### config.mk
export PLATFORM = sky130hd
export DESIGN_NAME = gpd_predriver_if
export DESIGN_NICKNAME = d
export VERILOG_FILES = /design/src/hdl/gpd_predriver_if.v /design/src/hdl/gpd_deadtime.v
export VERILOG_INCLUDE_DIRS = /design/src /design/src/hdl
export SDC_FILE = /design/constraint.sdc
export NUM_CORES = 1
export LEC_CHECK = 0
export BUFFER_PORTS_ARGS = -buffer_cell sky130_fd_sc_hd__clkbuf_2
export CAP_MARGIN = 15
export CORE_ASPECT_RATIO = 0.5
export CORE_MARGIN = 5
export CORE_UTILIZATION = 45
export CTS_CLUSTER_DIAMETER = 30
export DETAILED_ROUTE_END_ITERATION = 6
export SYNTH_ARGS = -nofsm -noshare
export SYNTH_HDL_FRONTEND = slang
export SYNTH_SLANG_ARGS = --single-unit
### constraint.sdc
create_clock -name clk -period 11.8 [get_ports clk]
set_input_delay 1.18 -clock clk [delete_from_list [all_inputs] [get_ports clk]]
set_output_delay 1.18 -clock clk [all_outputs]
set_load 0.01 [all_outputs]
### src/hdl/gpd_map.vh
// Constants of the gate pre-driver logic interface: frame layout, commands, timing.
`ifndef GPD_MAP_VH
`define GPD_MAP_VH

// Serial frame layout, most significant bit first.
`define GPD_FRAME_BITS 5'h10
`define GPD_CMD_MSB 15
`define GPD_CMD_LSB 13
`define GPD_DATA_MSB 7
`define GPD_DATA_LSB 0

// Command codes carried in the top three bits of a frame.
`define GPD_CMD_NOP 3'h0
`define GPD_CMD_SET_DEADTIME 3'h1
`define GPD_CMD_CLEAR_FAULTS 3'h2

// Fault bit positions in the fault vector and in a clear command.
`define GPD_FLT_OVERCURRENT 0
`define GPD_FLT_DESAT 1
`define GPD_FLT_PHASE 2

// Timing: clock rate and deadtime range.
`define GPD_CLK_MHZ 20
`define GPD_DT_MIN_NS 50
`define GPD_DT_MAX_NS 12000
`define GPD_DT_RESET_NS 1000
`define GPD_DT_MIN_CYC ((`GPD_DT_MIN_NS * `GPD_CLK_MHZ + 999) / 1000)
`define GPD_DT_MAX_CYC ((`GPD_DT_MAX_NS * `GPD_CLK_MHZ) / 1000)
`define GPD_DT_RESET_CYC ((`GPD_DT_RESET_NS * `GPD_CLK_MHZ) / 1000)

`endif

### src/hdl/gpd_predriver_if.v
// Digital host interface of a three-phase gate pre-driver.
//
// What this block does
// - Every gate output stays off unless both drive enables are high.
// - A low high-side command of a phase turns that phase's high-side driver on, a high one off.
// - A high low-side command of a phase turns that phase's low-side driver on, a low one off.
// - Each phase status output is low while its switch node is below half the load supply.
// - Chip select low frames one serial command and the serial port acts only inside it.
// - Serial input is sent MSB first and sampled on each falling serial clock edge.
// - The serial output is released until chip select goes low and driven only after that.
// - A programmable deadtime of 50 ns to 12 us separates one side turning off and the other on.
// - High and low side of a phase are never on together, whatever the commands ask.
// - Reset acts asynchronously to the serial clock and an interrupt output is provided.
// - Overcurrent, desaturation and phase faults are caught and readable over the serial port.
`timescale 1ns/1ps
`default_nettype none
`include "gpd_map.vh"

module gpd_predriver_if #(
   parameter PHASES = 3,
   parameter DT_W = 8
) (
   // Clock, reset and freeze.
   input wire clk,
   input wire rstn,
   input wire ce,
   // Drive enables.
   input wire drive_enable_first,
   input wire drive_enable_second,
   // Direct phase commands.
   input wire phase_a_high_cmd_n,
   input wire phase_b_high_cmd_n,
   input wire phase_c_high_cmd_n,
   input wire phase_a_low_cmd,
   input wire phase_b_low_cmd,
   input wire phase_c_low_cmd,
   // Switch node comparators, high at or above half the load supply.
   input wire phase_a_switch_node,
   input wire phase_b_switch_node,
   input wire phase_c_switch_node,
   // Fault detectors.
   input wire overcurrent_detect,
   input wire desat_detect,
   input wire phase_fault_detect,
   // Serial port.
   input wire spi_cs_n,
   input wire spi_sclk,
   input wire spi_si,
   output wire spi_so_out,
   output wire spi_so_oe,
   // Gate commands.
   output wire phase_a_high_gate,
   output wire phase_b_high_gate,
   output wire phase_c_high_gate,
   output wire phase_a_low_gate,
   output wire phase_b_low_gate,
   output wire phase_c_low_gate,
   // Status to the controller.
   output wire phase_a_level_status,
   output wire phase_b_level_status,
   output wire phase_c_level_status,
   output wire interrupt_out
);

   // Positions in the synchronised pin vector.
   localparam PIN_W = 17;
   localparam P_EN1 = 0;
   localparam P_EN2 = 1;
   localparam P_HI = 2;
   localparam P_LO = 5;
   localparam P_NODE = 8;
   localparam P_CS = 11;
   localparam P_SCLK = 12;
   localparam P_SI = 13;
   localparam P_FLT = 14;
   // Inactive levels: chip select, serial clock and high-side commands idle high.
   localparam [PIN_W-1:0] PIN_IDLE = 17'h0181C;
   // The integer cycle counts are cut to the deadtime width on purpose.
   localparam integer DT_MIN_I = `GPD_DT_MIN_CYC;
   localparam integer DT_MAX_I = `GPD_DT_MAX_CYC;
   localparam integer DT_RESET_I = `GPD_DT_RESET_CYC;
   localparam [DT_W-1:0] DT_MIN = DT_MIN_I[DT_W-1:0];
   localparam [DT_W-1:0] DT_MAX = DT_MAX_I[DT_W-1:0];
   localparam [DT_W-1:0] DT_RESET = DT_RESET_I[DT_W-1:0];

   // Reset release.
   reg rst_s1_reg;
   reg rst_s2_reg;
   wire rst_n;

   // Pin synchroniser and agreement filter.
   wire [PIN_W-1:0] pin_raw;
   reg [PIN_W-1:0] pin_s1_reg;
   reg [PIN_W-1:0] pin_s2_reg;
   reg [PIN_W-1:0] pin_s3_reg;
   reg [PIN_W-1:0] pin_filt_reg;
   wire [PIN_W-1:0] pin_filt_next;
   reg cs_prev_reg;
   reg sclk_prev_reg;

   // Serial engine.
   reg [4:0] bit_cnt_reg;
   reg [15:0] rx_shift_reg;
   reg [15:0] tx_shift_reg;
   reg so_out_reg;
   reg so_oe_reg;
   reg frame_err_reg;

   // Configuration and status.
   reg [DT_W-1:0] dt_reg;
   reg [2:0] fault_reg;
   reg [2:0] fault_clr;
   wire [2:0] fault_next;
   reg int_reg;
   reg [PHASES-1:0] level_reg;
   reg [DT_W-1:0] dt_req;

   // Decoded serial events.
   wire cs_active;
   wire cs_fall;
   wire cs_rise;
   wire sclk_fall;
   wire sclk_rise;
   wire frame_ok;
   wire [2:0] rx_cmd;
   wire [15:0] status_word;

   // Phase legs.
   wire drive_enable;
   wire [PHASES-1:0] high_req;
   wire [PHASES-1:0] low_req;
   wire [PHASES-1:0] high_gate;
   wire [PHASES-1:0] low_gate;

   // The async reset asserts at once and releases through two flops.
   always @(posedge clk or negedge rstn) begin
      if (!rstn) begin
         rst_s1_reg <= 1'b0;
         rst_s2_reg <= 1'b0;
      end else begin
         rst_s1_reg <= 1'b1;
         rst_s2_reg <= rst_s1_reg;
      end
   end
   assign rst_n = rst_s2_reg;

   assign pin_raw = {phase_fault_detect, desat_detect, overcurrent_detect,
                     spi_si, spi_sclk, spi_cs_n,
                     phase_c_switch_node, phase_b_switch_node, phase_a_switch_node,
                     phase_c_low_cmd, phase_b_low_cmd, phase_a_low_cmd,
                     phase_c_high_cmd_n, phase_b_high_cmd_n, phase_a_high_cmd_n,
                     drive_enable_second, drive_enable_first};

   // A bit changes only once the second and third stages agree.
   assign pin_filt_next = (pin_s2_reg & pin_s3_reg) |
                          (pin_filt_reg & (pin_s2_reg | pin_s3_reg));

   always @(posedge clk or negedge rst_n) begin
      if (!rst_n) begin
         pin_s1_reg <= PIN_IDLE;
         pin_s2_reg <= PIN_IDLE;
         pin_s3_reg <= PIN_IDLE;
         pin_filt_reg <= PIN_IDLE;
         cs_prev_reg <= 1'b1;
         sclk_prev_reg <= 1'b1;
      end else if (ce) begin
         pin_s1_reg <= pin_raw;
         pin_s2_reg <= pin_s1_reg;
         pin_s3_reg <= pin_s2_reg;
         pin_filt_reg <= pin_filt_next;
         cs_prev_reg <= pin_filt_reg[P_CS];
         sclk_prev_reg <= pin_filt_reg[P_SCLK];
      end
   end

   // Edges are found by sampling, so the serial clock must stay well below the core clock.
   assign cs_active = ~pin_filt_reg[P_CS];
   assign cs_fall = cs_prev_reg & ~pin_filt_reg[P_CS];
   assign cs_rise = ~cs_prev_reg & pin_filt_reg[P_CS];
   assign sclk_fall = sclk_prev_reg & ~pin_filt_reg[P_SCLK] & cs_active;
   assign sclk_rise = ~sclk_prev_reg & pin_filt_reg[P_SCLK] & cs_active;

   assign frame_ok = (bit_cnt_reg == `GPD_FRAME_BITS);
   assign rx_cmd = rx_shift_reg[`GPD_CMD_MSB:`GPD_CMD_LSB];
   assign status_word = {int_reg, fault_reg, level_reg, dt_reg, frame_err_reg};

   // Serial engine: sample on falling edges, shift the reply on rising edges.
   always @(posedge clk or negedge rst_n) begin
      if (!rst_n) begin
         bit_cnt_reg <= 5'h00;
         rx_shift_reg <= 16'h0000;
         tx_shift_reg <= 16'h0000;
         so_out_reg <= 1'b0;
         so_oe_reg <= 1'b0;
         frame_err_reg <= 1'b0;
      end else if (ce) begin
         if (cs_fall) begin
            bit_cnt_reg <= 5'h00;
            tx_shift_reg <= status_word;
            so_out_reg <= status_word[15];
            so_oe_reg <= 1'b1;
         end else if (cs_rise) begin
            so_oe_reg <= 1'b0;
            frame_err_reg <= ~frame_ok;
         end else if (sclk_fall) begin
            rx_shift_reg <= {rx_shift_reg[14:0], pin_filt_reg[P_SI]};
            if (bit_cnt_reg != 5'h1F) begin
               bit_cnt_reg <= bit_cnt_reg + 5'h01;
            end
         end else if (sclk_rise && bit_cnt_reg != 5'h00) begin
            tx_shift_reg <= {tx_shift_reg[14:0], 1'b0};
            so_out_reg <= tx_shift_reg[14];
         end
      end
   end

   // Requested deadtime, held inside the supported range.
   always @* begin
      dt_req = rx_shift_reg[`GPD_DATA_MSB:`GPD_DATA_LSB];
      if (dt_req < DT_MIN) begin
         dt_req = DT_MIN;
      end else if (dt_req > DT_MAX) begin
         dt_req = DT_MAX;
      end
   end

   // Commands take effect only when a whole frame closes.
   always @* begin
      fault_clr = 3'h0;
      if (cs_rise && frame_ok && rx_cmd == `GPD_CMD_CLEAR_FAULTS) begin
         fault_clr = rx_shift_reg[2:0];
      end
   end

   always @(posedge clk or negedge rst_n) begin
      if (!rst_n) begin
         dt_reg <= DT_RESET;
      end else if (ce) begin
         if (cs_rise && frame_ok && rx_cmd == `GPD_CMD_SET_DEADTIME) begin
            dt_reg <= dt_req;
         end
      end
   end

   // A fault present in the clearing cycle survives the clear.
   assign fault_next = (fault_reg & ~fault_clr) | pin_filt_reg[P_FLT+2:P_FLT];

   always @(posedge clk or negedge rst_n) begin
      if (!rst_n) begin
         fault_reg <= 3'h0;
         int_reg <= 1'b0;
         level_reg <= {PHASES{1'b0}};
      end else if (ce) begin
         fault_reg <= fault_next;
         int_reg <= |fault_next;
         level_reg <= pin_filt_reg[P_NODE+PHASES-1:P_NODE];
      end
   end

   assign drive_enable = pin_filt_reg[P_EN1] & pin_filt_reg[P_EN2];
   assign high_req = ~pin_filt_reg[P_HI+PHASES-1:P_HI];
   assign low_req = pin_filt_reg[P_LO+PHASES-1:P_LO];

   genvar ph;
   generate
      for (ph = 0; ph < PHASES; ph = ph + 1) begin : g_leg
         gpd_deadtime #(
            .CNT_W(DT_W)
         ) u_leg (
            .clk(clk),
            .rst_n(rst_n),
            .ce(ce),
            .enable(drive_enable),
            .high_req(high_req[ph]),
            .low_req(low_req[ph]),
            .dt_cycles(dt_reg),
            .high_gate(high_gate[ph]),
            .low_gate(low_gate[ph])
         );
      end
   endgenerate

   assign phase_a_high_gate = high_gate[0];
   assign phase_b_high_gate = high_gate[1];
   assign phase_c_high_gate = high_gate[2];
   assign phase_a_low_gate = low_gate[0];
   assign phase_b_low_gate = low_gate[1];
   assign phase_c_low_gate = low_gate[2];
   assign phase_a_level_status = level_reg[0];
   assign phase_b_level_status = level_reg[1];
   assign phase_c_level_status = level_reg[2];
   assign interrupt_out = int_reg;
   assign spi_so_out = so_out_reg;
   assign spi_so_oe = so_oe_reg;

endmodule // gpd_predriver_if

`default_nettype wire

### src/hdl/gpd_deadtime.v
// One phase leg: enable gating, shoot-through interlock and deadtime insertion.
`timescale 1ns/1ps
`default_nettype none

module gpd_deadtime #(
   parameter CNT_W = 8
) (
   // Clock, reset and freeze.
   input wire clk,
   input wire rst_n,
   input wire ce,
   // Requests for this leg.
   input wire enable,
   input wire high_req,
   input wire low_req,
   input wire [CNT_W-1:0] dt_cycles,
   // Gate commands.
   output wire high_gate,
   output wire low_gate
);

   reg high_on_reg;
   reg low_on_reg;
   reg [CNT_W-1:0] gap_cnt_reg;
   wire want_high;
   wire want_low;
   localparam [CNT_W-1:0] ONE = {{(CNT_W-1){1'b0}}, 1'b1};

   // A conflicting request turns both sides off rather than choosing one.
   assign want_high = enable & high_req & ~low_req;
   assign want_low = enable & low_req & ~high_req;

   always @(posedge clk or negedge rst_n) begin
      if (!rst_n) begin
         high_on_reg <= 1'b0;
         low_on_reg <= 1'b0;
         gap_cnt_reg <= {CNT_W{1'b0}};
      end else if (ce) begin
         if (high_on_reg && !want_high) begin
            high_on_reg <= 1'b0;
            gap_cnt_reg <= dt_cycles - ONE;
         end else if (low_on_reg && !want_low) begin
            low_on_reg <= 1'b0;
            gap_cnt_reg <= dt_cycles - ONE;
         end else if (gap_cnt_reg != {CNT_W{1'b0}}) begin
            gap_cnt_reg <= gap_cnt_reg - ONE;
         end else if (want_high && !low_on_reg) begin
            high_on_reg <= 1'b1;
         end else if (want_low && !high_on_reg) begin
            low_on_reg <= 1'b1;
         end
      end
   end

   assign high_gate = high_on_reg;
   assign low_gate = low_on_reg;

endmodule // gpd_deadtime

`default_nettype wire

# Word-level counts from Yosys, hierarchy flattened
# Index checks and enable logic that the tools add are counted.
[word_totals] reg_bits=156 latch_bits=0 mem_bits_rw=0 mem_bits_ro=0 in_bits=20 out_inout_bits=12 word_cells=206 n_memories=0
[op_classes] addsub=5 mul=0 div_mod_pow=0 order_cmp=2 eq_ne=18 n_shift=0 mux=50 bitwise_logic=43 reduce_logical=61
[op_table] operator="$mux 8" n=11
[op_table] operator="$mux 15" n=4
[op_table] operator="$and 17x17->17" n=2
[op_table] operator="$or 17x17->17" n=2
[op_table] operator="$sub 8x1->8 const B" n=4
[op_table] operator="$mux 1" n=30
[op_table] operator="$ne 2x1->1 const B" n=12
[op_table] operator="$reduce_and 4->1" n=6
[op_table] operator="$reduce_bool 8->1" n=3
[op_table] operator="$mux 5" n=4
[op_table] operator="$reduce_bool 2->1" n=10
[op_table] operator="$and 1x1->1" n=19
[op_table] operator="$logic_and 1x1->1" n=16
[op_table] operator="$not 1->1" n=16
[op_table] operator="$reduce_and 5->1" n=3
[op_table] operator="$logic_not 1->1" n=12
[op_table] operator="$reduce_and 2->1" n=5
[op_table] operator="$reduce_bool 3->1" n=3
[op_table] operator="$gt 8x8->1 const B" n=1
[op_table] operator="$lt 8x1->1 const B" n=1
[op_table] operator="$not 3->3" n=2
[op_table] operator="$add 5x1->5 const B" n=1
[op_table] operator="$eq 5x5->1 const B" n=1
[op_table] operator="$ne 5x5->1 const B" n=1
[op_table] operator="other kinds (9)" n=10

# Longest topological paths before layout
[depth] ltp_word=9 mapped_depth=9 ltp_nobuf=8

# Hierarchy
# A second synthesis with hierarchy kept.
[hier_totals] hier_cells=700 hier_area_um2=8013.9
[by_module_without_submodules] mod="gpd_predriver_if" instances=1 cells_per_inst=412 area_each_um2=5420.2 seq_area_each_um2=3183.1
[by_module_without_submodules] mod="gpd_deadtime" instances=3 cells_per_inst=96 area_each_um2=864.6 seq_area_each_um2=250.2

# Least setup slack after synthesis
# No wires, ideal clock.
[synth_path] kind="input to register" startpoint="in ce" endpoint="reg pin_s1_reg[0]" setup_time_ps=125 t_arrival_ps=2342 t_required_ps=11675 setup_slack_ps=9333 cell_stages=4 n_path_buf=3 cell_sequence="clkbuf_1 -> buf_2 -> buf_1 -> mux2_2"
[synth_lines] item="start: declaration" line_no="gpd_predriver_if.v:26" source="input wire ce,"
[synth_lines] item="end signal: assignment" line_no="gpd_predriver_if.v:167" source="pin_s1_reg <= pin_raw;"
[synth_lines] item="end: declaration" line_no="gpd_predriver_if.v:93" source="reg [PIN_W-1:0] pin_s1_reg;"
# No word-level cell between the ends.

# Worst setup path in the final report
[layout_path] startpoint="in ce" endpoint="reg tx_shift_reg[5]"
[layout_between] elab_chain_len=1
[layout_lines] item="$reduce_and 4->1 (no line)"
[layout_lines] item="end signal: assignment" line_no="gpd_predriver_if.v:199" source="tx_shift_reg <= status_word;"
[layout_lines] item="end signal: assignment" line_no="gpd_predriver_if.v:211" source="tx_shift_reg <= {tx_shift_reg[14:0], 1'b0};"
[layout_lines] item="end: declaration" line_no="gpd_predriver_if.v:104" source="reg [15:0] tx_shift_reg;"
# Every way passes these cells.
# A chain may end at the register's enable or synchronous reset.

==> results.md <==
* Setup Skew at 0.0164 ns
* Antenna Nets Post-Route at 0
* DIE WIDTH at about 190 µm
* DP Worst Slack at roughly 8.2 ns
* Outcome: complete, no violations
* Min setup slack post-route at 8.67 ns
* Io pins at 32
* CP Capture Type: flop
* FP Rows at 33
* Total global-route track usage at 0.162
* EDFF count, synth at 0
* Post-Syn Nets at just over 700
* CTS tree: yes
* Total setup buffers inserted after CTS at 0
* Largest net degree at the start of global routing at 99
* #FFs+latches synth at between 150 and 200
* TritonCTS Buffers at 17
* IO Port Bufs at 31
* Net Sw Frac at 0.320
* Global route total overflow at 0
* Area growth from synthesis to layout at 13.3%
* Hold Slack at 0.0863 ns
* Worst R2R Setup Slack at 9.15 ns
* Final Hold Viols at 0
* Synth Warn # at 0
* Clk slew on worst S/H paths at 0.07 ns
* Seq/Total Area, Yosys at 0.525
* FMAX at 0.319 GHz
* Post-Route Utilization at 0.519
* CP startpoint kind: primary input
* Final Power at ~1.8 mW
* Clk sinks at between 150 and 200
* Worst-skew pair later-pin latency at between 0.4 and 0.5 ns
* Max FFs per register at 24
* Sequential power share at 0.444
* First-pass GRT wire length at ~25 mm
* Lkg Pwr at 3.59 nW
* Mapped Cells at 677
* Pwr/cell area at about 210 nW/µm²
* Synth unique cells at 58
* Comb pwr share at 0.230
* Hpwl dp at 9.36 mm
* ANT cells at 0
* Die height at approximately 100 µm
* Max-Cap Viols at 0
* Router iterations before antenna repair at 4
* Critical Path RT at 12.15 ns
* CTS Hold Bufs at 0
* Fraction of layout cells with a size suffix above 1 at 0.254
* RSZ-0062 raised after global routing: no
* Asr flop ratio synth at 1.00
* Longest Clk Path Bufs at 2
* Setup_tns at 0 ns
* WS Path Type: in -> reg
* Total wire length at 14.6 mm
* Final setup violation count at 0
* Vias in the first global route at ~5k
* Commonest non-fill, non-tap cells in the layout: dfrtp_1 (131), mux2_2 (78), a21oi_1 (63)
* CTS root buf: clkbuf_16
* Max Slew Vio Count at 0
* Core footprint at ~16,000 µm²
* Post_cts resized at 0
* Initial Utilization at 0.458
* Fillers at 1,437
* Gp weighted congestion at 0.784
* Commonest non-fill, non-tap cell in the layout: dfrtp_1
* Netlist Area Pre-Place at 7490 µm²
* WP data arrival at 3.48 ns
* Slew Limit Headroom at 0.310
* DR vias at 5,007
* Initial antenna violation count at 0
* Period utilization at 0.265
* Avg WL per Cell at 15.6 µm
* DRC at 0
* Vias/cell at roughly 5.3
* Clock share of power at 0.326
* Worst hold path class: reg -> async
* Dominant synthesized flop cell: dfrtp_1
* Initial DRC Count at 356
* Maximum fanout along the worst path at 98
* DIE AREA at 19,500 µm²
* H-tree depth at 4
* Pin slew with the least headroom to its limit at between 1 and 1.5 ns
* Max IR drop VDD at 0.133 mV
* Final Critical Period at 3.13 ns
* P_int at between 1 and 1.5 mW
* Final net count at 730
* Net Sw Power at 581 µW
* Avg Inst Size Synth at 11.1 µm²
## worst max-delay path: stages
cell and delay [ns]:
buf_4 0.71, nand2b_1 0.41, nor2_2 0.90, nor2_1 0.09
a21oi_1 0.16
## cell families after synthesis
group	count (synthesis)	synth area share
flip-flops	156	0.525
adder cells (fa/ha/maj)	13	0.0217
buffers and inverters	58	0.0323
other	1	0.000501
multiplexers	114	0.165
XOR/XNOR	6	0.00702
AND/OR/NAND/NOR	181	0.126
AO/OA/AOI/OAI	148	0.122
## stage by stage
step | std cells | cell area (µm²)
4_1_cts | 936 | 8450
2_1_floorplan | 677 | 7490
3_5_place_dp | 904 | 7810
6_report | 937 | 8480
5_1_grt | 937 | 8480
3_3_place_gp | 904 | 7810
## worst paths after layout
check                      depth (start not counted)                                   endpoint                         from
setup / recovery                                   5                tx_shift_reg[5]$_DFFE_PN0P_                           ce
hold / removal                                     0                 pin_s1_reg[10]$_DFFE_PN0P_              rst_n$_DFF_PN0_
setup reg to reg                                   5  g_leg[2].u_leg.gap_cnt_reg[0]$_DFFE_PN0P_  pin_filt_reg[1]$_DFFE_PN0P_
hold reg to reg                                    0                 pin_s1_reg[10]$_DFFE_PN0P_              rst_n$_DFF_PN0_
max in group asynchronous                          2                   fault_reg[0]$_DFFE_PN0P_              rst_n$_DFF_PN0_
min in group clk                                   0                            rst_n$_DFF_PN0_         rst_s1_reg$_DFF_PN0_
## area by class of cell
type,count,area (µm²),share of cell area
Sequential cell,156,3940,0.464
Multi-Input combinational cell,463,3310,0.391
Clock buffer,18,439,0.0518
Tap cell,227,284,0.0335
Timing Repair Buffer,37,223,0.0263
Clock inverter,14,200,0.0236
Inverter,22,82.6,0.00974
## power by group through the flow
stage          clock network [mW]  registers, mW  logic [mW]
2_1_floorplan                   0          0.777       0.348
3_3_place_gp                    0          0.808       0.406
3_5_place_dp                    0          0.812       0.420
4_1_cts                     0.607          0.804       0.420
5_1_grt                     0.628          0.828       0.479
6_report                    0.593          0.806       0.418
## layer usage
metal	global-route usage	up-vias	wire, µm
li1	-	2477	-
met2	0.237	72	6350
met5	0	-	0
met4	0.0553	0	193
met1	0.242	2445	7630
met3	0.0324	13	447
## cell usage after synthesis (2+ instances only)
cell type,n,share of area
mux2_2,78,0.12
a22o_1,21,0.025
nand2b_1,24,0.020
o22a_1,2,0.0023
o21ai_0,32,0.021
nor4_1,7,0.0058
a22oi_1,6,0.0060
nor3_1,15,0.010
nand3_1,14,0.0094
ha_1,13,0.022
or3_1,2,0.0017
inv_1,22,0.011
nor4b_1,2,0.0023
and3_1,3,0.0025
nand4_1,3,0.0025
or3b_2,2,0.0023
xor2_1,3,0.0035
buf_2,10,0.0067
nor2_1,57,0.029
a31oi_1,3,0.0025
o211ai_1,2,0.0020
o21a_1,4,0.0040
o31ai_1,3,0.0030
buf_1,8,0.0040
clkbuf_1,16,0.0080
nor3b_1,6,0.0060
a21oi_1,63,0.042
xnor2_1,3,0.0035
o22ai_1,2,0.0017
dfstp_2,24,0.084
nand2_1,27,0.014
nand4b_1,2,0.0023
mux2i_1,36,0.048
dfrtp_1,132,0.44
nand3b_1,4,0.0040
and2_1,4,0.0033
Note: power is estimated with default switching activity, not from simulation.
